<file path="src/pscl_pkg.sv">
/*
  Constants for the sleep and voltage scaling control block: register byte
  offsets, field positions, reset values and the power state enumeration.
  Assumes a 32-bit AXI4-Lite register bus with word aligned registers.
*/
`default_nettype none

package pscl_pkg;

    // ----------------------------------------------------------------
    // register byte offsets
    // ----------------------------------------------------------------
    localparam logic [7:0] OFS_CONTROL = 8'h00;
    localparam logic [7:0] OFS_BUCK_A_ROOF = 8'h04;
    localparam logic [7:0] OFS_BUCK_B_ROOF = 8'h08;
    localparam logic [7:0] OFS_BUCK_A_FLOOR = 8'h0c;
    localparam logic [7:0] OFS_BUCK_B_FLOOR = 8'h10;
    localparam logic [7:0] OFS_PIN_A_ASSIGN = 8'h14;
    localparam logic [7:0] OFS_PIN_B_ASSIGN = 8'h18;
    localparam logic [7:0] OFS_RES_OFF = 8'h1c;
    localparam logic [7:0] OFS_REG_OFF = 8'h20;
    localparam logic [7:0] OFS_RES_KEEP = 8'h24;
    localparam logic [7:0] OFS_REG_KEEP = 8'h28;
    localparam logic [7:0] OFS_EVENT_FLAGS = 8'h2c;
    localparam logic [7:0] OFS_EVENT_MASK_A = 8'h30;
    localparam logic [7:0] OFS_EVENT_MASK_B = 8'h34;
    localparam logic [7:0] OFS_STATUS = 8'h38;

    // ----------------------------------------------------------------
    // field positions
    // ----------------------------------------------------------------
    localparam int CTL_POLARITY = 0;
    localparam int CTL_SLEEP_ALLOW = 1;
    localparam int CTL_RESTORE_BOOT = 2;

    // resource index: buck a, buck b, io buck (resource group)
    localparam int RES_BUCK_A = 0;
    localparam int RES_BUCK_B = 1;
    localparam int RES_IO = 2;
    // regulators follow at index 3 and 4 (regulator group)
    localparam int RES_AUX_A = 3;
    localparam int RES_AUX_HIGH = 4;
    localparam int NUM_RES = 5;

    // event flag bits
    localparam int EV_SUPPLY = 0;
    localparam int EV_HOLD = 1;
    localparam int EV_BUTTON = 2;
    localparam int EV_HOT = 3;
    localparam int EV_LOW = 4;
    localparam int EV_GPIO = 5;
    localparam int NUM_EV = 6;

    // ----------------------------------------------------------------
    // reset values
    // ----------------------------------------------------------------
    localparam logic [2:0] RST_CONTROL = 3'h0;
    localparam logic [6:0] RST_BOOT_SEL_A = 7'h30;
    localparam logic [6:0] RST_BOOT_SEL_B = 7'h28;
    localparam logic [6:0] RST_FLOOR_SEL = 7'h20;
    localparam logic [6:0] SEL_OFF = 7'h00;
    localparam logic [5:0] RST_MASK = 6'h00;
    localparam logic [1:0] RESP_OKAY = 2'h0;
    localparam logic [1:0] RESP_SLVERR = 2'h2;

    typedef enum logic [1:0] {
        PSCL_OFF,
        PSCL_ACTIVE,
        PSCL_SLEEP
    } pscl_state_e;

endpackage

`default_nettype wire

</file>
<file path="src/pscl_ctl.sv">
/*
  Sleep and voltage scaling controller: power state machine, per resource
  on and full-performance selection, core buck voltage codes, event flags
  and the shared interrupt line, plus an AXI4-Lite register slave.
  Assumes all pins are synchronous to aclk and events are level inputs
  whose rising edge counts as one event.
*/
// Implementation choices: the address map and the AXI4-Lite slave port.
`timescale 1ns/10ps
`default_nettype none

// Overview of operation
// - each core buck voltage comes from a 7-bit roof or floor code; code zero is off
// - low-power request pin is active low unless polarity is changed
// - with both set-off bits, request low turns both bucks off, high on
// - leaving sleep keeps pre-sleep voltages, or boot voltages when restore bit set
// - resources assigned to an enable pin ignore the low-power request
// - buck a follows enable pin a, buck b pin b, when assigned
// - assigned pin high selects roof voltage code
// - assigned pin low selects floor voltage code
// - floor operation uses light-load pulse-frequency mode by default
// - keep-full bit holds a buck at full performance in floor or sleep
// - by default sleep keeps voltage but reduces transient response
// - keep-full bits keep full load capability during sleep
// - off-select bits switch resources off during sleep
// - no sleep entry while any interrupt is pending
// - supply insertion sets the supply-inserted flag
// - every off to active transition sets power-hold flag
// - button press sets its flag and wakes from off or sleep
// - die nearing temperature limit sets overtemp warning flag
// - low input supply sets low-supply flag
// - gpio event wakes from sleep but never from off
// - low supply raises the shared interrupt line and wakes from sleep, but never from off
// - polarity bit resets to zero, selecting active low request
// - sleep entry needs the sleep-allow bit set
// - mask bits choose which events may wake from sleep or off
module pscl_ctl #(
    parameter logic [6:0] BOOT_SEL_A = pscl_pkg::RST_BOOT_SEL_A,
    parameter logic [6:0] BOOT_SEL_B = pscl_pkg::RST_BOOT_SEL_B
) (
    // clock and reset
    input wire logic aclk,
    input wire logic aresetn,
    // axi4-lite write address
    input wire logic [7:0] s_axi_awaddr,
    input wire logic s_axi_awvalid,
    output logic s_axi_awready,
    // axi4-lite write data
    input wire logic [31:0] s_axi_wdata,
    input wire logic [3:0] s_axi_wstrb,
    input wire logic s_axi_wvalid,
    output logic s_axi_wready,
    // axi4-lite write response
    output logic [1:0] s_axi_bresp,
    output logic s_axi_bvalid,
    input wire logic s_axi_bready,
    // axi4-lite read
    input wire logic [7:0] s_axi_araddr,
    input wire logic s_axi_arvalid,
    output logic s_axi_arready,
    output logic [31:0] s_axi_rdata,
    output logic [1:0] s_axi_rresp,
    output logic s_axi_rvalid,
    input wire logic s_axi_rready,
    // control pins
    input wire logic low_power_request,
    input wire logic level_enable_a,
    input wire logic level_enable_b,
    input wire logic power_button_input,
    input wire logic power_keep_input,
    // event sources
    input wire logic supply_inserted,
    input wire logic die_hot,
    input wire logic supply_low,
    input wire logic gpio_event,
    // resource controls
    output logic [pscl_pkg::NUM_RES-1:0] resource_on,
    output logic [pscl_pkg::NUM_RES-1:0] resource_full,
    output logic [6:0] core_buck_a_sel,
    output logic [6:0] core_buck_b_sel,
    // system outputs
    output logic interrupt_out_line,
    output logic system_reset_out_n,
    output logic [1:0] power_state
);
    import pscl_pkg::*;

    // ----------------------------------------------------------------
    // registers
    // ----------------------------------------------------------------
    logic [2:0] control;
    logic [6:0] buck_a_roof_voltage;
    logic [6:0] buck_b_roof_voltage;
    logic [6:0] buck_a_floor_voltage;
    logic [6:0] buck_b_floor_voltage;
    logic [NUM_RES-1:0] pin_a_assignment;
    logic [NUM_RES-1:0] pin_b_assignment;
    logic [2:0] resource_off_select;
    logic [1:0] regulator_off_select;
    logic [2:0] resource_keep_full_select;
    logic [1:0] regulator_keep_full_select;
    logic [NUM_EV-1:0] event_flags;
    logic [4:0] event_mask_a;
    logic event_mask_b;
    pscl_state_e state;
    pscl_state_e next_state;
    logic [NUM_EV-1:0] event_prev;

    // ----------------------------------------------------------------
    // axi write channel capture
    // ----------------------------------------------------------------
    logic aw_held;
    logic w_held;
    logic [7:0] aw_addr;
    logic [31:0] w_data;
    logic [3:0] w_strb;
    wire aw_take = s_axi_awvalid & s_axi_awready;
    wire w_take = s_axi_wvalid & s_axi_wready;
    wire do_write = aw_held & w_held & ~s_axi_bvalid;
    wire wr_lane0 = do_write & w_strb[0];
    wire [7:0] wb = w_data[7:0];

    wire wr_ctl = wr_lane0 & (aw_addr == OFS_CONTROL);
    wire wr_roof_a = wr_lane0 & (aw_addr == OFS_BUCK_A_ROOF);
    wire wr_roof_b = wr_lane0 & (aw_addr == OFS_BUCK_B_ROOF);
    wire wr_floor_a = wr_lane0 & (aw_addr == OFS_BUCK_A_FLOOR);
    wire wr_floor_b = wr_lane0 & (aw_addr == OFS_BUCK_B_FLOOR);
    wire wr_pin_a = wr_lane0 & (aw_addr == OFS_PIN_A_ASSIGN);
    wire wr_pin_b = wr_lane0 & (aw_addr == OFS_PIN_B_ASSIGN);
    wire wr_res_off = wr_lane0 & (aw_addr == OFS_RES_OFF);
    wire wr_reg_off = wr_lane0 & (aw_addr == OFS_REG_OFF);
    wire wr_res_keep = wr_lane0 & (aw_addr == OFS_RES_KEEP);
    wire wr_reg_keep = wr_lane0 & (aw_addr == OFS_REG_KEEP);
    wire wr_flags = wr_lane0 & (aw_addr == OFS_EVENT_FLAGS);
    wire wr_mask_a = wr_lane0 & (aw_addr == OFS_EVENT_MASK_A);
    wire wr_mask_b = wr_lane0 & (aw_addr == OFS_EVENT_MASK_B);
    // status is read-only, so a write to it is refused like a hole
    wire wr_mapped = (aw_addr[1:0] == 2'h0) & (aw_addr < OFS_STATUS);

    always_ff @(posedge aclk) begin
        if (!aresetn) begin
            aw_held <= 1'b0;
            w_held <= 1'b0;
            aw_addr <= 8'h00;
            w_data <= 32'h0000_0000;
            w_strb <= 4'h0;
        end else begin
            if (aw_take) begin
                aw_held <= 1'b1;
                aw_addr <= s_axi_awaddr;
            end else if (do_write) begin
                aw_held <= 1'b0;
            end
            if (w_take) begin
                w_held <= 1'b1;
                w_data <= s_axi_wdata;
                w_strb <= s_axi_wstrb;
            end else if (do_write) begin
                w_held <= 1'b0;
            end
        end
    end

    always_ff @(posedge aclk) begin
        if (!aresetn) begin
            s_axi_awready <= 1'b0;
            s_axi_wready <= 1'b0;
            s_axi_bvalid <= 1'b0;
            s_axi_bresp <= RESP_OKAY;
        end else begin
            s_axi_awready <= ~aw_held & ~aw_take & ~do_write & ~s_axi_bvalid;
            s_axi_wready <= ~w_held & ~w_take & ~do_write & ~s_axi_bvalid;
            if (do_write) begin
                s_axi_bvalid <= 1'b1;
                s_axi_bresp <= wr_mapped ? RESP_OKAY : RESP_SLVERR;
            end else if (s_axi_bready) begin
                s_axi_bvalid <= 1'b0;
            end
        end
    end

    // ----------------------------------------------------------------
    // configuration registers
    // ----------------------------------------------------------------
    wire sleep_exit = (state == PSCL_SLEEP) & (next_state == PSCL_ACTIVE);
    wire restore_boot = sleep_exit & control[CTL_RESTORE_BOOT];

    always_ff @(posedge aclk) begin
        if (!aresetn) begin
            control <= RST_CONTROL;
            pin_a_assignment <= '0;
            pin_b_assignment <= '0;
            resource_off_select <= 3'h0;
            regulator_off_select <= 2'h0;
            resource_keep_full_select <= 3'h0;
            regulator_keep_full_select <= 2'h0;
            buck_a_floor_voltage <= RST_FLOOR_SEL;
            buck_b_floor_voltage <= RST_FLOOR_SEL;
            event_mask_a <= RST_MASK[4:0];
            event_mask_b <= RST_MASK[5];
        end else begin
            if (wr_ctl) control <= wb[2:0];
            if (wr_pin_a) pin_a_assignment <= wb[NUM_RES-1:0];
            if (wr_pin_b) pin_b_assignment <= wb[NUM_RES-1:0];
            if (wr_res_off) resource_off_select <= wb[2:0];
            if (wr_reg_off) regulator_off_select <= wb[1:0];
            if (wr_res_keep) resource_keep_full_select <= wb[2:0];
            if (wr_reg_keep) regulator_keep_full_select <= wb[1:0];
            if (wr_floor_a) buck_a_floor_voltage <= wb[6:0];
            if (wr_floor_b) buck_b_floor_voltage <= wb[6:0];
            if (wr_mask_a) event_mask_a <= wb[4:0];
            if (wr_mask_b) event_mask_b <= wb[0];
        end
    end

    // roof codes are left alone across sleep unless boot restore is set
    always_ff @(posedge aclk) begin
        if (!aresetn) begin
            buck_a_roof_voltage <= BOOT_SEL_A;
            buck_b_roof_voltage <= BOOT_SEL_B;
        end else if (restore_boot) begin
            buck_a_roof_voltage <= BOOT_SEL_A;
            buck_b_roof_voltage <= BOOT_SEL_B;
        end else begin
            if (wr_roof_a) buck_a_roof_voltage <= wb[6:0];
            if (wr_roof_b) buck_b_roof_voltage <= wb[6:0];
        end
    end

    // ----------------------------------------------------------------
    // events and flags
    // ----------------------------------------------------------------
    wire off_to_active = (state == PSCL_OFF) & (next_state == PSCL_ACTIVE);
    wire [NUM_EV-1:0] event_level = {gpio_event, supply_low, die_hot, power_button_input, 1'b0, supply_inserted};
    wire [NUM_EV-1:0] event_rise = event_level & ~event_prev;
    wire [NUM_EV-1:0] flag_set = {event_rise[5:2], off_to_active, event_rise[0]};
    wire [NUM_EV-1:0] flag_clr = wr_flags ? wb[NUM_EV-1:0] : '0;
    wire [NUM_EV-1:0] ev_mask = {event_mask_b, event_mask_a};
    // a set mask bit keeps its event from the line and from waking
    wire [NUM_EV-1:0] ev_live = ~ev_mask;
    wire irq_pending = |(event_flags & ev_live);
    wire [NUM_EV-1:0] wake_new = event_rise & ev_live;

    always_ff @(posedge aclk) begin
        if (!aresetn) begin
            event_prev <= '0;
            event_flags <= '0;
        end else begin
            event_prev <= event_level;
            // an event landing on its own clear survives
            event_flags <= (event_flags & ~flag_clr) | flag_set;
        end
    end

    // ----------------------------------------------------------------
    // power state machine
    // ----------------------------------------------------------------
    wire polarity = control[CTL_POLARITY];
    wire sleep_req = polarity ? low_power_request : ~low_power_request;
    wire off_wake = wake_new[EV_BUTTON] | wake_new[EV_SUPPLY];
    wire sleep_wake = |wake_new;
    wire sleep_go = sleep_req & control[CTL_SLEEP_ALLOW] & ~irq_pending;

    always_comb begin
        next_state = state;
        unique case (state)
            PSCL_OFF: begin
                if (off_wake) next_state = PSCL_ACTIVE;
            end
            PSCL_ACTIVE: begin
                if (!power_keep_input) next_state = PSCL_OFF;
                else if (sleep_go) next_state = PSCL_SLEEP;
            end
            PSCL_SLEEP: begin
                if (!power_keep_input) next_state = PSCL_OFF;
                else if (!sleep_req || sleep_wake) next_state = PSCL_ACTIVE;
            end
        endcase
    end

    always_ff @(posedge aclk) begin
        if (!aresetn) state <= PSCL_OFF;
        else state <= next_state;
    end

    // ----------------------------------------------------------------
    // resource selection
    // ----------------------------------------------------------------
    wire powered = (state != PSCL_OFF);
    wire asleep = (state == PSCL_SLEEP);
    wire [NUM_RES-1:0] off_sel = {regulator_off_select, resource_off_select};
    wire [NUM_RES-1:0] keep_sel = {regulator_keep_full_select, resource_keep_full_select};
    wire [NUM_RES-1:0] by_pin = pin_a_assignment | pin_b_assignment;
    wire [NUM_RES-1:0] pin_high;
    wire [NUM_RES-1:0] next_on;
    wire [NUM_RES-1:0] next_full;
    // pin a takes precedence when software assigns a resource to both
    wire buck_a_by_pin = by_pin[RES_BUCK_A];
    wire buck_b_by_pin = by_pin[RES_BUCK_B];
    wire [6:0] next_sel_a = (buck_a_by_pin & ~pin_high[RES_BUCK_A]) ?
                            buck_a_floor_voltage : buck_a_roof_voltage;
    wire [6:0] next_sel_b = (buck_b_by_pin & ~pin_high[RES_BUCK_B]) ?
                            buck_b_floor_voltage : buck_b_roof_voltage;
    wire sel_a_live = (next_sel_a != SEL_OFF);
    wire sel_b_live = (next_sel_b != SEL_OFF);

    genvar gi;
    generate
        for (gi = 0; gi < NUM_RES; gi++) begin : g_res
            logic code_live;
            if (gi == RES_BUCK_A) begin : g_a
                assign code_live = sel_a_live;
            end else if (gi == RES_BUCK_B) begin : g_b
                assign code_live = sel_b_live;
            end else begin : g_other
                assign code_live = 1'b1;
            end
            assign pin_high[gi] = pin_a_assignment[gi] ? level_enable_a : level_enable_b;
            // pin-controlled resources never see the sleep request
            assign next_on[gi] = powered & code_live &
                                 (by_pin[gi] | ~(asleep & off_sel[gi]));
            // floor level or sleep drops to light load unless kept full
            assign next_full[gi] = by_pin[gi] ? (pin_high[gi] | keep_sel[gi]) :
                                   (~asleep | keep_sel[gi]);
        end
    endgenerate

    // ----------------------------------------------------------------
    // output registers
    // ----------------------------------------------------------------
    always_ff @(posedge aclk) begin
        if (!aresetn) begin
            resource_on <= '0;
            resource_full <= '0;
            core_buck_a_sel <= SEL_OFF;
            core_buck_b_sel <= SEL_OFF;
            interrupt_out_line <= 1'b0;
            system_reset_out_n <= 1'b0;
            power_state <= 2'h0;
        end else begin
            resource_on <= next_on;
            resource_full <= next_full & next_on;
            core_buck_a_sel <= next_on[RES_BUCK_A] ? next_sel_a : SEL_OFF;
            core_buck_b_sel <= next_on[RES_BUCK_B] ? next_sel_b : SEL_OFF;
            interrupt_out_line <= irq_pending;
            system_reset_out_n <= powered;
            power_state <= state;
        end
    end

    // ----------------------------------------------------------------
    // axi read
    // ----------------------------------------------------------------
    wire ar_take = s_axi_arvalid & s_axi_arready;
    logic [31:0] rd_word;
    logic rd_hit;

    always_comb begin
        rd_word = 32'h0000_0000;
        rd_hit = 1'b1;
        unique case (s_axi_araddr)
            OFS_CONTROL: rd_word[2:0] = control;
            OFS_BUCK_A_ROOF: rd_word[6:0] = buck_a_roof_voltage;
            OFS_BUCK_B_ROOF: rd_word[6:0] = buck_b_roof_voltage;
            OFS_BUCK_A_FLOOR: rd_word[6:0] = buck_a_floor_voltage;
            OFS_BUCK_B_FLOOR: rd_word[6:0] = buck_b_floor_voltage;
            OFS_PIN_A_ASSIGN: rd_word[NUM_RES-1:0] = pin_a_assignment;
            OFS_PIN_B_ASSIGN: rd_word[NUM_RES-1:0] = pin_b_assignment;
            OFS_RES_OFF: rd_word[2:0] = resource_off_select;
            OFS_REG_OFF: rd_word[1:0] = regulator_off_select;
            OFS_RES_KEEP: rd_word[2:0] = resource_keep_full_select;
            OFS_REG_KEEP: rd_word[1:0] = regulator_keep_full_select;
            OFS_EVENT_FLAGS: rd_word[NUM_EV-1:0] = event_flags;
            OFS_EVENT_MASK_A: rd_word[4:0] = event_mask_a;
            OFS_EVENT_MASK_B: rd_word[0] = event_mask_b;
            OFS_STATUS: rd_word[15:0] = {core_buck_b_sel, core_buck_a_sel, state};
            default: rd_hit = 1'b0;
        endcase
    end

    always_ff @(posedge aclk) begin
        if (!aresetn) begin
            s_axi_arready <= 1'b0;
            s_axi_rvalid <= 1'b0;
            s_axi_rdata <= 32'h0000_0000;
            s_axi_rresp <= RESP_OKAY;
        end else begin
            s_axi_arready <= ~s_axi_rvalid & ~ar_take;
            if (ar_take) begin
                s_axi_rvalid <= 1'b1;
                s_axi_rdata <= rd_word;
                s_axi_rresp <= rd_hit ? RESP_OKAY : RESP_SLVERR;
            end else if (s_axi_rready) begin
                s_axi_rvalid <= 1'b0;
            end
        end
    end

endmodule
`default_nettype wire

</file>
<file path="config.mk">
export PLATFORM = sky130hd
export DESIGN_NAME = pscl_ctl
export DESIGN_NICKNAME = d
export VERILOG_FILES = /design/src/pscl_pkg.sv /design/src/pscl_ctl.sv
export SDC_FILE = /design/constraint.sdc
export NUM_CORES = 1
export LEC_CHECK = 0
export BUFFER_PORTS_ARGS = -buffer_cell sky130_fd_sc_hd__buf_4
export CORE_MARGIN = 2
export CORE_UTILIZATION = 50
export DETAILED_ROUTE_END_ITERATION = 12
export MAX_ROUTING_LAYER = met4
export PLACE_DENSITY = 0.74
export REMOVE_ABC_BUFFERS = 1
export SYNTH_ARGS = -nofsm -noshare
export SYNTH_HDL_FRONTEND = slang
export SYNTH_SLANG_ARGS = --single-unit
export TNS_END_PERCENT = 30
</file>
<file path="constraint.sdc">
create_clock -name aclk -period 2.4 [get_ports aclk]
set_input_delay 0.48 -clock aclk [delete_from_list [all_inputs] [get_ports aclk]]
set_output_delay 0.48 -clock aclk [all_outputs]
set_load 0.02 [all_outputs]
</file>
### Word level (Yosys, flattened, before mapping)

Index checks and enable logic that the tools add are counted.
W data, S select, Z words.

| storage, ports and cells | value |
|---|---|
| register bits | 142 |
| bits of input ports | 68 |
| word-level logic and storage cells | 216 |

| cells by class | value |
|---|---|
| $lt $le $gt $ge | 1 |
| equal/unequal tests | 30 |
| multiplexer cells | 37 |
| bitwise logic cells | 92 |
| reduce and logical (&&, ||, !) cells | 19 |

Operators by type and width:

| kind | count |
|---|---|
| $eq A8 B6 Y1 const B | 13 |
| $eq A8 B5 Y1 const B | 8 |
| $and A1 B1 Y1 | 47 |
| $eq A8 B4 Y1 const B | 4 |
| $and A6 B6 Y6 | 4 |
| $mux W1 | 19 |
| $not A1 Y1 | 19 |
| $not A6 Y6 | 3 |
| $pmux W2 S9 | 1 |
| $eq A8 B3 Y1 const B | 2 |
| $logic_not A8 Y1 | 2 |
| $or A1 B1 Y1 | 16 |
| $pmux W1 S15 | 1 |
| $reduce_or A15 Y1 | 1 |
| $mux W2 | 7 |
| $mux W7 | 2 |
| $pmux W1 S14 | 1 |
| $reduce_bool A7 Y1 | 2 |
| $pmux W1 S12 | 1 |
| $reduce_or A6 Y1 | 2 |
| $reduce_bool A2 Y1 | 5 |
| $mux W9 | 1 |
| $lt A8 B6 Y1 const B | 1 |
| $mux W6 | 1 |
| other kinds (13) | 16 |

### Depth between registers and ports, before layout

Gate-level depths: netlist (run 1).

| depth | value |
|---|---|
| depth in word-level cells | 12 |
| depth in mapped cells | 9 |
| depth with buffers taken out | 7 |

### Least setup slack after synthesis (run 1)

No wires, ideal clock.

| path | value |
|---|---|
| path type | reg2reg |
| from | register state[0] |
| to | register buck_a_roof_voltage[0] |
| setup time | 120 ps |
| arrival time | 1839 ps |
| required time | 2280 ps |
| path slack | 441 ps |
| cell stages (with the launch flop) | 8 |
| period minus slack after synthesis | 1959 ps |
| cells stage by stage | dfxtp_1 > inv_1 > ha_1 > and3_1 > a211o_1 > a221oi_2 > buf_2 > nor3b_1 |

| on the way | value |
|---|---|
| longest elaborated chain between the ends | 7 |

Ends and longest elaborated chain:

| item | line | RTL |
|---|---|---|
| from (decl) | pscl_ctl.sv:105 | `pscl_state_e state;` |
| from (signal assigned) | pscl_ctl.sv:283 | `else state <= next_state;` |
| $mux W2 (on tied branches) | pscl_ctl.sv:276, pscl_ctl.sv:272 |  |
| $mux W2 (on tied branches) | pscl_ctl.sv:275, pscl_ctl.sv:271 |  |
| $pmux W2 S3 | pscl_ctl.sv:266 | `unique case (state)` |
| $eq A2 B1 Y1 | pscl_ctl.sv:185 | `wire sleep_exit = (state == PSCL_SLEEP) & (next_state == PSCL_ACTIVE);` |
| $and A1 B1 Y1 (*) | pscl_ctl.sv:185 |  |
| $and A1 B1 Y1 (*) | pscl_ctl.sv:186 | `wire restore_boot = sleep_exit & control[CTL_RESTORE_BOOT];` |
| $reduce_or A2 Y1 (no source line) (*) | - |  |
| to (signal assigned) | pscl_ctl.sv:225 | `if (wr_roof_a) buck_a_roof_voltage <= wb[6:0];` |
| to (decl) | pscl_ctl.sv:92 | `logic [6:0] buck_a_roof_voltage;` |

Mark *: on every way between the ends. The rest lies on a longest branch, timed or not.
A chain may end at the register's enable or synchronous reset.

### Worst setup path in the final report (run 1)

| path | value |
|---|---|
| from | register state[1] |
| to | register buck_a_roof_voltage[5] |

Same word-level chain as after synthesis.

==> results of run 1 <==
## flip-flops by register name, summed over array words and instances (netlist names), 2 cells and up
name	flops
event_mask_a	5
event_prev	5
core_buck_a_sel	7
aw_addr	8
core_buck_b_sel	7
s_axi_rdata	16
resource_full	5
resource_on	5
pin_b_assignment	5
pin_a_assignment	5
control	3
buck_a_floor_voltage	7
resource_keep_full_select	3
w_data	7
regulator_keep_full_select	2
buck_b_roof_voltage	7
event_flags	6
regulator_off_select	2
resource_off_select	3
power_state	2
buck_a_roof_voltage	7
buck_b_floor_voltage	7
state	2
## cells in the mapped netlist, drive strengths merged, types with 2 or more instances
cell type    n  area (um^2)
a31oi        4         25.0
a32o         3         30.0
nand4b       4         35.0
nand2b      16          100
mux2i       55          576
or3          2         12.5
nor2b       30          188
or2          2         12.5
and3         6         37.5
inv         13         48.8
o22ai        3         18.8
nand3b       4         33.8
o311ai       2         25.0
nand4        6         52.6
a21boi      48          360
ha           3         37.5
nor2        34          128
nor4        13          126
clkbuf      28          105
a21oi       13         65.1
a22oi        5         37.5
nand3       43          215
o21ai       13         65.1
buf         33          225
nor4bb       2         20.0
a22o        10         87.6
mux2         7         78.8
o21a         7         52.6
and2        11         68.8
a311o        2         20.0
nand2      105          414
a2bb2oi      2         17.5
o41ai        2         36.3
a221oi       2         23.8
dfxtp      139         2780
o2111ai      2         23.8
nor4b        3         62.6
o221ai       2         17.5
nor3b       19          153
nor3        13         70.1
## per-stage QoR
stage	setup WS [ns]	cells	hold slack [ns]
2_1_floorplan	0.279	683	0.435
3_3_place_gp	0.267	964	0.430
3_5_place_dp	0.259	964	0.443
4_1_cts	0.239	996	0.255
5_1_grt	0.0777	996	0.266
6_report	0.267	996	0.268
## worst min path at each step
| stage | endpoint | slack [ns] |
|---|---|---|
| after floorplan | pin_a_assignment[4] | 0.44 |
| after global placement | s_axi_arready | 0.43 |
| after detailed placement | s_axi_rdata[2] | 0.44 |
| after CTS | event_prev[4] | 0.25 |
| after global routing | event_prev[4] | 0.27 |
| final | event_prev[4] | 0.27 |
## area by class of cell
class                      instances  area [um^2]  area share, %
sequential                       139         2780           34.8
clock inverter                     9          111           1.39
inverter                          13         48.8          0.611
clock buffer                      23          498           6.23
tap                              176          220           2.76
timing repair buffer             105          788           9.87
multi-input combinational        531         3540           44.3
## logic make-up (layout without fill, tap and decap cells)
| kind of cell | count (synthesis) | count (layout) | share of synthesized area, % |
|---|---|---|---|
| AOI/OAI and AO/OA | 131 | 131 | 15.1 |
| xor gates and xnor gates | 1 | 1 | 0.132 |
| adders and majority gates | 3 | 3 | 0.565 |
| buffers and inverters | 74 | 150 | 5.71 |
| DFF | 139 | 139 | 41.9 |
| muxes | 63 | 63 | 10.2 |
| other | 1 | 18 | 0.0565 |
| and+or+nand+nor | 315 | 315 | 26.3 |
## report_power, final
group,total [mW],internal [mW],switching [mW]
Combinational,0.493,0.201,0.292
Clock,2.66,1.67,0.996
Sequential,2.44,2.37,0.0692
## worst max-delay path, delay by kind of cell (launching register included)
kind / cells / cell delay, ns
buffers and inverters: 2 / 0.37
AOI/OAI and AO/OA: 2 / 0.60
and+or+nand+nor: 2 / 0.36
DFF: 1 / 0.39
adders and majority gates: 1 / 0.35
## metal layers
layer | up-vias | routed length [um]
li1 | 2703 | -
met1 | 2638 | 7990
met2 | 219 | 8370
met3 | 34 | 1190
met4 | 0 | 476
met5 | - | 0
## placed cells by master (no fill, tap or decap), drive strengths merged, types with 16 or more instances in the layout
| master | netlist | layout |
|---|---|---|
| nand2b | 16 | 16 |
| nand2 | 105 | 105 |
| dfxtp | 139 | 139 |
| clkbuf | 28 | 23 |
| mux2i | 55 | 55 |
| buf | 33 | 105 |
| nor2 | 34 | 34 |
| nand3 | 43 | 43 |
| a21boi | 48 | 48 |
| nor2b | 30 | 30 |
| nor3b | 19 | 19 |
| conb | 1 | 18 |
==> summary.md, run 1 <==
| Metric | Value |
|---|---|
| Avg Cell Area, Syn | `9.13 um^2` |
| CTS Hold Buffers Added | `0` |
| Layout Skew | `0.00931 ns` |
| Die width | `119 um` |
| Placer congestion estimate | `0.961` |
| Die footprint | `14200 um^2` |
| Ys Warns | `0` |
| Mapped cell area | `6640 um^2` |
| # setup viols final | `0` |
| GR Util met2 | `41.2%` |
| Max-Cap Viols | `0` |
| Critical path arrival | `2.49 ns` |
| # Post-CTS Setup Buffers | `0` |
| Critical Path RT | `2.76 ns` |
| Startpoint types | `flip-flop` |
| Critical path, cell by cell | `inv_1 -> ha_1 -> and3_1 -> a211o_1 -> a221oi_2 -> buf_4 -> nand4b_1` |
| Reg-to-reg setup timing slack | `0.27 ns` |
| Status | `finished, final reports clean` |
| Initial Util | `50.7%` |
| Register area share after synthesis | `41.9%` |
| Worst Setup End Kind | `flip-flop` |
| Power per standard cell area | `701 nW/um^2` |
| Final Cell Area | `7990 um^2` |
| RR Endpoint | `buck_a_roof_voltage[5]` |
| Met3 usage | `5.32%` |
| Slew @ Worst Pin | `0.820 ns` |
| Layout Nets | `878` |
| DP Area | `7380 um^2` |
| Initial DRC count | `456` |
| Synthesis-stage register bit count | `139` |
| DP Wirelength | `13200 um` |
| Slew Limit Fails | `0` |
| Pre-antenna DRT Iters | `5` |
| F_max | `0.469 GHz` |
| Met1 GRT Util | `34.3%` |
| Overall power | `5.60 mW` |
| Crit Path Max Fanout | `14` |
| Setup crit start | `state[1]` |
| Vias in the first global route | `5347` |
| Final WL | `18000 um` |
| Antenna Violating Nets Remaining | `0` |
| Cts repair resizes | `0` |
| Num Clock Sinks | `139` |
| Final hold vios | `0` |
| # diodes | `0` |
| Clk buf depth | `2` |
| Total GRT Usage | `26.8%` |
| Min-Delay Startpoint | `supply_low` |
| First-pass GRT wire length | `28600 um` |
| IO Pins | `137` |
| GRT overflow | `0` |
| R2R Path Start | `state[1]` |
| Final Core Density | `61.1%` |
| Gate Count Post-Synth | `727` |
| Via count | `5594` |
| Worst setup path end | `buck_a_roof_voltage[5]` |
| Site row count | `42` |
| Number of antenna violations at the first check in global routing | `0` |
| Drt wl/cell | `18.1 um` |
| Final-layout fill cell count | `1134` |
| Distinct cells, synth | `73` |
| Core area | `13100 um^2` |
| Remaining DRCs | `0` |
| CTS root buf | `clkbuf_16` |
| Worst Hold Depth | `2` |
| Type of the worst min-delay path | `in -> reg` |
| Peak supply drop | `0.512 mV` |
| Clock slew at reported path FFs | `0.06 ns` |
| Post-synth EDFFs | `0` |
| Via density | `5.62` |
| Layout cells sized above 1 | `20.2%` |
| Largest net degree at the start of global routing | `74` |
| Setup CP Type | `reg -> reg` |
| CP max-delay cell | `dfxtp_1` |
| Fin crit share | `88.9%` |
| Slowest stage delay, CP | `0.39 ns` |
| Min Clock Period, post-route | `2.13 ns` |
| Total CTS buffers | `17` |
| Die Y | `119 um` |
| Setup TNS | `0 ns` |
| Leak | `3.24 nW` |
| Top Usage Layer GRT | `met2` |
| Top_reg_cell synth | `dfxtp_1` |
| Post-synth ARST share | `0%` |
| P&R area growth vs syn | `20.4%` |
| CTS tree | `yes` |
| Clk Latency, worst-skew pair | `0.43 ns` |
| PortBufs | `90` |
| Headroom to the max-slew limit | `45.3%` |
| Worst R2R Path Depth | `7` |
| RSZ-0062 raised after global routing | `no` |
| H-tree depth | `4` |
Power figures use the tool's default switching activity.
==> run 2, diff against run 1 <==
CTS_BUF_LIST = sky130_fd_sc_hd__clkbuf_8   (was not set)
GPL_TIMING_DRIVEN = 0   (was not set)
==> summary.md, run 2 (same netlist as run 1, synthesis figures left out) <==
| Metric | Value |
|---|---|
| Power per standard cell area | `644 nW/um^2` |
| RR Endpoint | `event_mask_a[1]` |
| Max FFs per register | `16` |
| Largest Register | `s_axi_rdata` |
| IO Pins | `137` |
| Layout Nets | `871` |
| Total GRT Usage | `26.6%` |
| Die width | `119 um` |
| Min-Delay Startpoint | `supply_low` |
| Layout cells sized above 1 | `19.4%` |
| Min Clock Period, post-route | `2.34 ns` |
| Via density | `5.68` |
| P&R area growth vs syn | `17.8%` |
| Crit Path Max Fanout | `16` |
| Initial Util | `50.7%` |
| Worst Hold End | `event_prev[4]` |
| Die Y | `119 um` |
| Clk buf depth | `2` |
| Crit path buf inv count | `0` |
| Slowest stage delay, CP | `0.91 ns` |
| Worst R2R Path Depth | `4` |
| Most frequent cells in the layout | `139 x dfxtp_1, 101 x nand2_1, 95 x buf_4` |
| Largest net degree at the start of global routing | `104` |
| Peak supply drop | `0.322 mV` |
| Remaining DRCs | `0` |
| R2R Path Start | `aw_addr[0]` |
| Area taken by multi-input logic gates | `3580 um^2` |
| Number of antenna violations at the first check in global routing | `0` |
| Slew Limit Fails | `0` |
| Fin crit share | `97.4%` |
| RSZ-0062 raised after global routing | `yes` |
| Setup CP Type | `reg -> reg` |
| CTS root buf | `clkbuf_8` |
| Antenna Violating Nets Remaining | `0` |
| Critical path, cell by cell | `nor4_4 -> nand4_1 -> mux2i_1 -> nor2b_1` |
| Status | `finished, final reports clean` |
| Slew @ Worst Pin | `0.996 ns` |
| Critical Path RT | `2.74 ns` |
| Placed cell count | `950` |
| Critical path arrival | `2.68 ns` |
| # setup viols final | `0` |
| Die footprint | `14200 um^2` |
| Largest regs | `s_axi_rdata (16), aw_addr (8)` |
| Worst Setup End Kind | `flip-flop` |
| # diodes | `0` |
| Num Clock Sinks | `139` |
| GRT overflow | `0` |
| Clk Latency, worst-skew pair | `0.46 ns` |
| Initial DRC count | `501` |
| Vias in the first global route | `5256` |
| Core area | `13100 um^2` |
| Type of the worst min-delay path | `in -> reg` |
| Delay-heaviest family, CP | `simple AND/OR/NAND/NOR gates` |
| F_max | `0.428 GHz` |
| Max-Cap Viols | `0` |
| Layout Skew | `0.0132 ns` |
| CP max-delay cell | `nor4_4` |
| H-tree depth | `4` |
| Post-route non-filler standard cell count | `989` |
| Reg-to-reg setup timing slack | `0.06 ns` |
| Drt wl/cell | `18.2 um` |
| Final WL | `18000 um` |
| Most common cell after layout, fill and taps aside | `dfxtp_1` |
| Site row count | `42` |
| Placer congestion estimate | `0.959` |
| Worst Hold Depth | `2` |
| Final hold vios | `0` |
| Via count | `5618` |
| Register area | `2780 um^2` |
| Total CTS buffers | `17` |
| CTS tree | `yes` |
| First-pass GRT wire length | `28400 um` |
| DP Area | `7280 um^2` |
| Leak | `3.13 nW` |
| Startpoint types | `flip-flop` |
| DP Wirelength | `12700 um` |
| Pre-antenna DRT Iters | `7` |
| Headroom to the max-slew limit | `33.1%` |
| Final-layout fill cell count | `1162` |
| PortBufs | `90` |
| Final Cell Area | `7820 um^2` |
| Clock slew at reported path FFs | `0.08 ns` |
[run 2: metrics by stage]
stage / worst slack, ns / total power, mW / hold slack [ns] / TNS [ns] / util, %
after floorplan: 0.279 / 2.74 / 0.435 / 0 / -
after global placement: -0.255 / 2.96 / 0.430 / -4.46 / 55.5
after detailed placement: -0.284 / 2.97 / 0.443 / -6.11 / 55.6
after CTS: -0.00376 / 5.06 / 0.217 / -0.00376 / 59.5
after global routing: -0.0303 / 5.21 / 0.237 / -0.0303 / 59.8
final: 0.0615 / 5.04 / 0.238 / 0 / 59.8
[run 2: how the worst max path moves through the flow]
stage | from | endpoint | slack (ns) | cells past startpoint
floorplan | aw_addr[7] | resource_off_select[0] | 0.28 | 5
global placement | w_strb[0] | resource_off_select[1] | -0.26 | 5
detailed placement | aw_addr[7] | resource_off_select[1] | -0.28 | 5
CTS | aw_addr[7] | buck_a_floor_voltage[5] | -0.004 | 5
global route | aw_addr[0] | event_mask_a[1] | -0.03 | 4
finish | aw_addr[0] | event_mask_a[1] | 0.06 | 4
[run 2: power breakdown]
group          total (mW)  switching (mW)  internal, mW
registers            2.44          0.0727          2.37
logic               0.484           0.293         0.191
clock network        2.11           0.943          1.17
[run 2: metal layers]
layer  share of wire [%]  wire length, um  vias to the layer above  global-route usage [%]
li1                    -                -                     2690                       -
met1                  44             7980                     2655                    34.6
met2                  46             8370                      242                    40.6
met3                 6.7             1200                       31                    5.17
met4                 2.6              468                        0                    11.5
met5                   0                0                        -                       -
[run 2: area by class of cell]
| class | instances | share of cell area (%) |
|---|---|---|
| Clock buffer | 18 | 3.17 |
| Clock inverter | 14 | 2.45 |
| Inverter | 13 | 0.624 |
| Multi-Input combinational cell | 532 | 45.7 |
| Sequential cell | 139 | 35.6 |
| Tap cell | 176 | 2.82 |
| Timing Repair Buffer | 97 | 9.63 |
[run 2: timing repair]
action                                  in CTS  in global routing
endpoints found under the setup margin      34                 27
gates resized for setup                      1                  1
hold buffers                                 0                  0
buffers inserted                             4                  2
cloned                                       1                  0
pin swaps                                    2                  1
[run 2: worst register-to-register path, stage by stage (launching register included)]
cell and delay, ns:
dfxtp_1 0.41, nor4_4 0.91, nand4_1 0.51, mux2i_1 0.32, nor2b_1 0.08
==> run 3, diff against run 2 <==
ABC_AREA = 1   (was not set)
SKIP_CTS_REPAIR_TIMING = 1   (was not set)
==> summary.md, run 3 <==
| Metric | Value |
|---|---|
| Via density | `5.17` |
| PortBufs | `90` |
| Clk network pwr share | `42.0%` |
| IO Pins | `137` |
| Largest regs | `s_axi_rdata (16), aw_addr (8)` |
| Register area share after synthesis | `44.5%` |
| Slew @ Worst Pin | `0.934 ns` |
| Drt wl/cell | `14.7 um` |
| Leak | `3.17 nW` |
| Avg Cell Area, Syn | `7.59 um^2` |
| First-pass GRT wire length | `25500 um` |
| Status | `finished, final reports clean` |
| # diodes | `0` |
| Final hold vios | `0` |
| Setup CP Type | `in -> reg` |
| Area taken by multi-input logic gates | `2890 um^2` |
| Max-Cap Viols | `0` |
| Reg power frac | `49.1%` |
| Site row count | `40` |
| GRT overflow | `0` |
| Num Clock Sinks | `139` |
| Distinct cells, synth | `51` |
| Clk Latency, worst-skew pair | `0.45 ns` |
| F_max | `0.451 GHz` |
| Headroom to the max-slew limit | `37.7%` |
| Post-Place Setup Slack | `-0.420 ns` |
| Fin crit share | `92.3%` |
| Top-count cell post-synth | `nand2_1` |
| Final-layout fill cell count | `1183` |
| Power per standard cell area | `665 nW/um^2` |
| Layout Nets | `981` |
| Commonest cells post-synth | `149 x nand2_1, 139 x dfxtp_1, 109 x nor2_1, 83 x inv_1` |
| Synth area leaders | `dfxtp_1 44%, nand2_1 8.9%, nor2_1 6.5%` |
| Total CTS buffers | `17` |
| Initial Util | `51.6%` |
| Layout Skew | `0.00916 ns` |
| Int Power | `3.70 mW` |
| Mapped cell area | `6250 um^2` |
| Ys Warns | `0` |
| Remaining DRCs | `0` |
| Crit Path Max Fanout | `50` |
| Most common cell after layout, fill and taps aside | `nand2_1` |
| CTS root buf | `clkbuf_8` |
| Critical Path RT | `2.78 ns` |
| Worst Setup End Kind | `flip-flop` |
| Worst setup margin | `0.184 ns` |
| Logic gate share of total power | `9.0%` |
| Top cell type by total area after synthesis | `dfxtp_1` |
| Die Y | `116 um` |
| Layout cells sized above 1 | `20.4%` |
| Gate Count Post-Synth | `824` |
| Sw frac | `24.8%` |
| Startpoint types | `input port` |
| Register area | `2780 um^2` |
| Initial DRC count | `446` |
| Vias in the first global route | `5101` |
| Die width | `116 um` |
| Top_reg_cell synth | `dfxtp_1` |
| H-tree depth | `4` |
| Synth top area share | `44.5%` |
| Clock slew at reported path FFs | `0.08 ns` |
| Net switching power | `1.22 mW` |
| Largest Register | `s_axi_rdata` |
| Antenna Violating Nets Remaining | `0` |
| Overall power | `4.92 mW` |
| Post-synth EDFFs | `0` |
| Peak supply drop | `0.387 mV` |
| Largest net degree at the start of global routing | `51` |
| Pre-antenna DRT Iters | `5` |
| Die footprint | `13400 um^2` |
| Total GRT Usage | `25.6%` |
| Number of antenna violations at the first check in global routing | `0` |
| Via count | `5643` |
| Critical path arrival | `2.60 ns` |
| Clk buf depth | `2` |
| Type of the worst min-delay path | `in -> reg` |
| Slew Limit Fails | `0` |
| P&R area growth vs syn | `18.2%` |
| Synthesis-stage register bit count | `139` |
| Max FFs per register | `16` |
| CTS tree | `yes` |
| RSZ-0062 raised after global routing | `no` |
| DP Wirelength | `11800 um` |
| Post-synth ARST share | `0%` |
| Min Clock Period, post-route | `2.22 ns` |
| Final WL | `16000 um` |
| Core area | `12100 um^2` |
| # setup viols final | `0` |
| Placer congestion estimate | `0.943` |
| Most frequent cells in the layout | `149 x nand2_1, 139 x dfxtp_1, 108 x nor2_1` |
[run 3: changes by cell type after synthesis, sizes merged, moves of 10 or more]
cell	delta
nor2b	-30
nand2	+46
nor4	-10
inv	+90
nor2	+95
o21ai	+71
mux2i	-53
a211oi	+24
a21boi	-46
nor3b	-19
nand2b	-16
a21oi	+41
clkbuf	-12
and2	-11
[run 3: metrics by stage]
step	std cells	instance area [um^2]	util [%]	hold WS (ns)	TNS [ns]
3_3_place_gp	1059	6950	57.4	0.438	-6.19
4_1_cts	1091	7390	61.0	0.195	0
5_1_grt	1091	7390	61.0	0.202	0
2_1_floorplan	801	6070	-	0.424	0
3_5_place_dp	1059	6950	57.4	0.441	-5.62
6_report	1091	7390	61.0	0.219	0
[run 3: final timing paths]
kind / start / to / slack, ns / depth (start not counted)
hold / removal: die_hot / event_prev[3] / 0.22 / 3
setup reg to reg: state[0] / buck_a_roof_voltage[2] / 0.47 / 10
hold reg to reg: state[1] / power_state[1] / 0.45 / 2
setup / recovery: aresetn / core_buck_b_sel[3] / 0.18 / 6
[run 3: layout make-up]
cell class | instances | area share [%]
Clock buffer | 19 | 3.54
Inverter | 106 | 5.43
Sequential cell | 139 | 37.7
Tap cell | 168 | 2.84
Clock inverter | 13 | 2.34
Multi-Input combinational cell | 556 | 39.1
Timing Repair Buffer | 90 | 9.14
[run 3: routing by layer]
| metal | global-route usage [%] | up-vias | wire length [um] |
|---|---|---|---|
| li1 | - | 2855 | - |
| met1 | 33.7 | 2532 | 7160 |
| met2 | 38.6 | 230 | 7230 |
| met3 | 5.70 | 26 | 1280 |
| met4 | 10.2 | 0 | 327 |
| met5 | - | - | 0 |
[run 3: power groups by stage]
stage | registers (mW) | logic (mW) | clock network, mW
6_report | 2.41 | 0.442 | 2.06
5_1_grt | 2.42 | 0.490 | 2.19
4_1_cts | 2.41 | 0.443 | 2.09
2_1_floorplan | 2.49 | 0.232 | 0
3_3_place_gp | 2.46 | 0.438 | 0
3_5_place_dp | 2.47 | 0.442 | 0
[run 3: logic make-up after synthesis]
| group | share of synthesized area [%] |
|---|---|
| compound gates | 18.8 |
| fa+ha+maj | 0.600 |
| buf+inv | 10.4 |
| flops | 44.5 |
| mux | 0.320 |
| other cells | 0.0600 |
| simple gates | 25.3 |
[run 3: worst max-delay path, stage by stage]
cell	delay [ns]
buf_4	0.39
inv_2	0.48
nor2_1	0.51
o21ai_0	0.28
o21bai_4	0.28
nor2_1	0.13
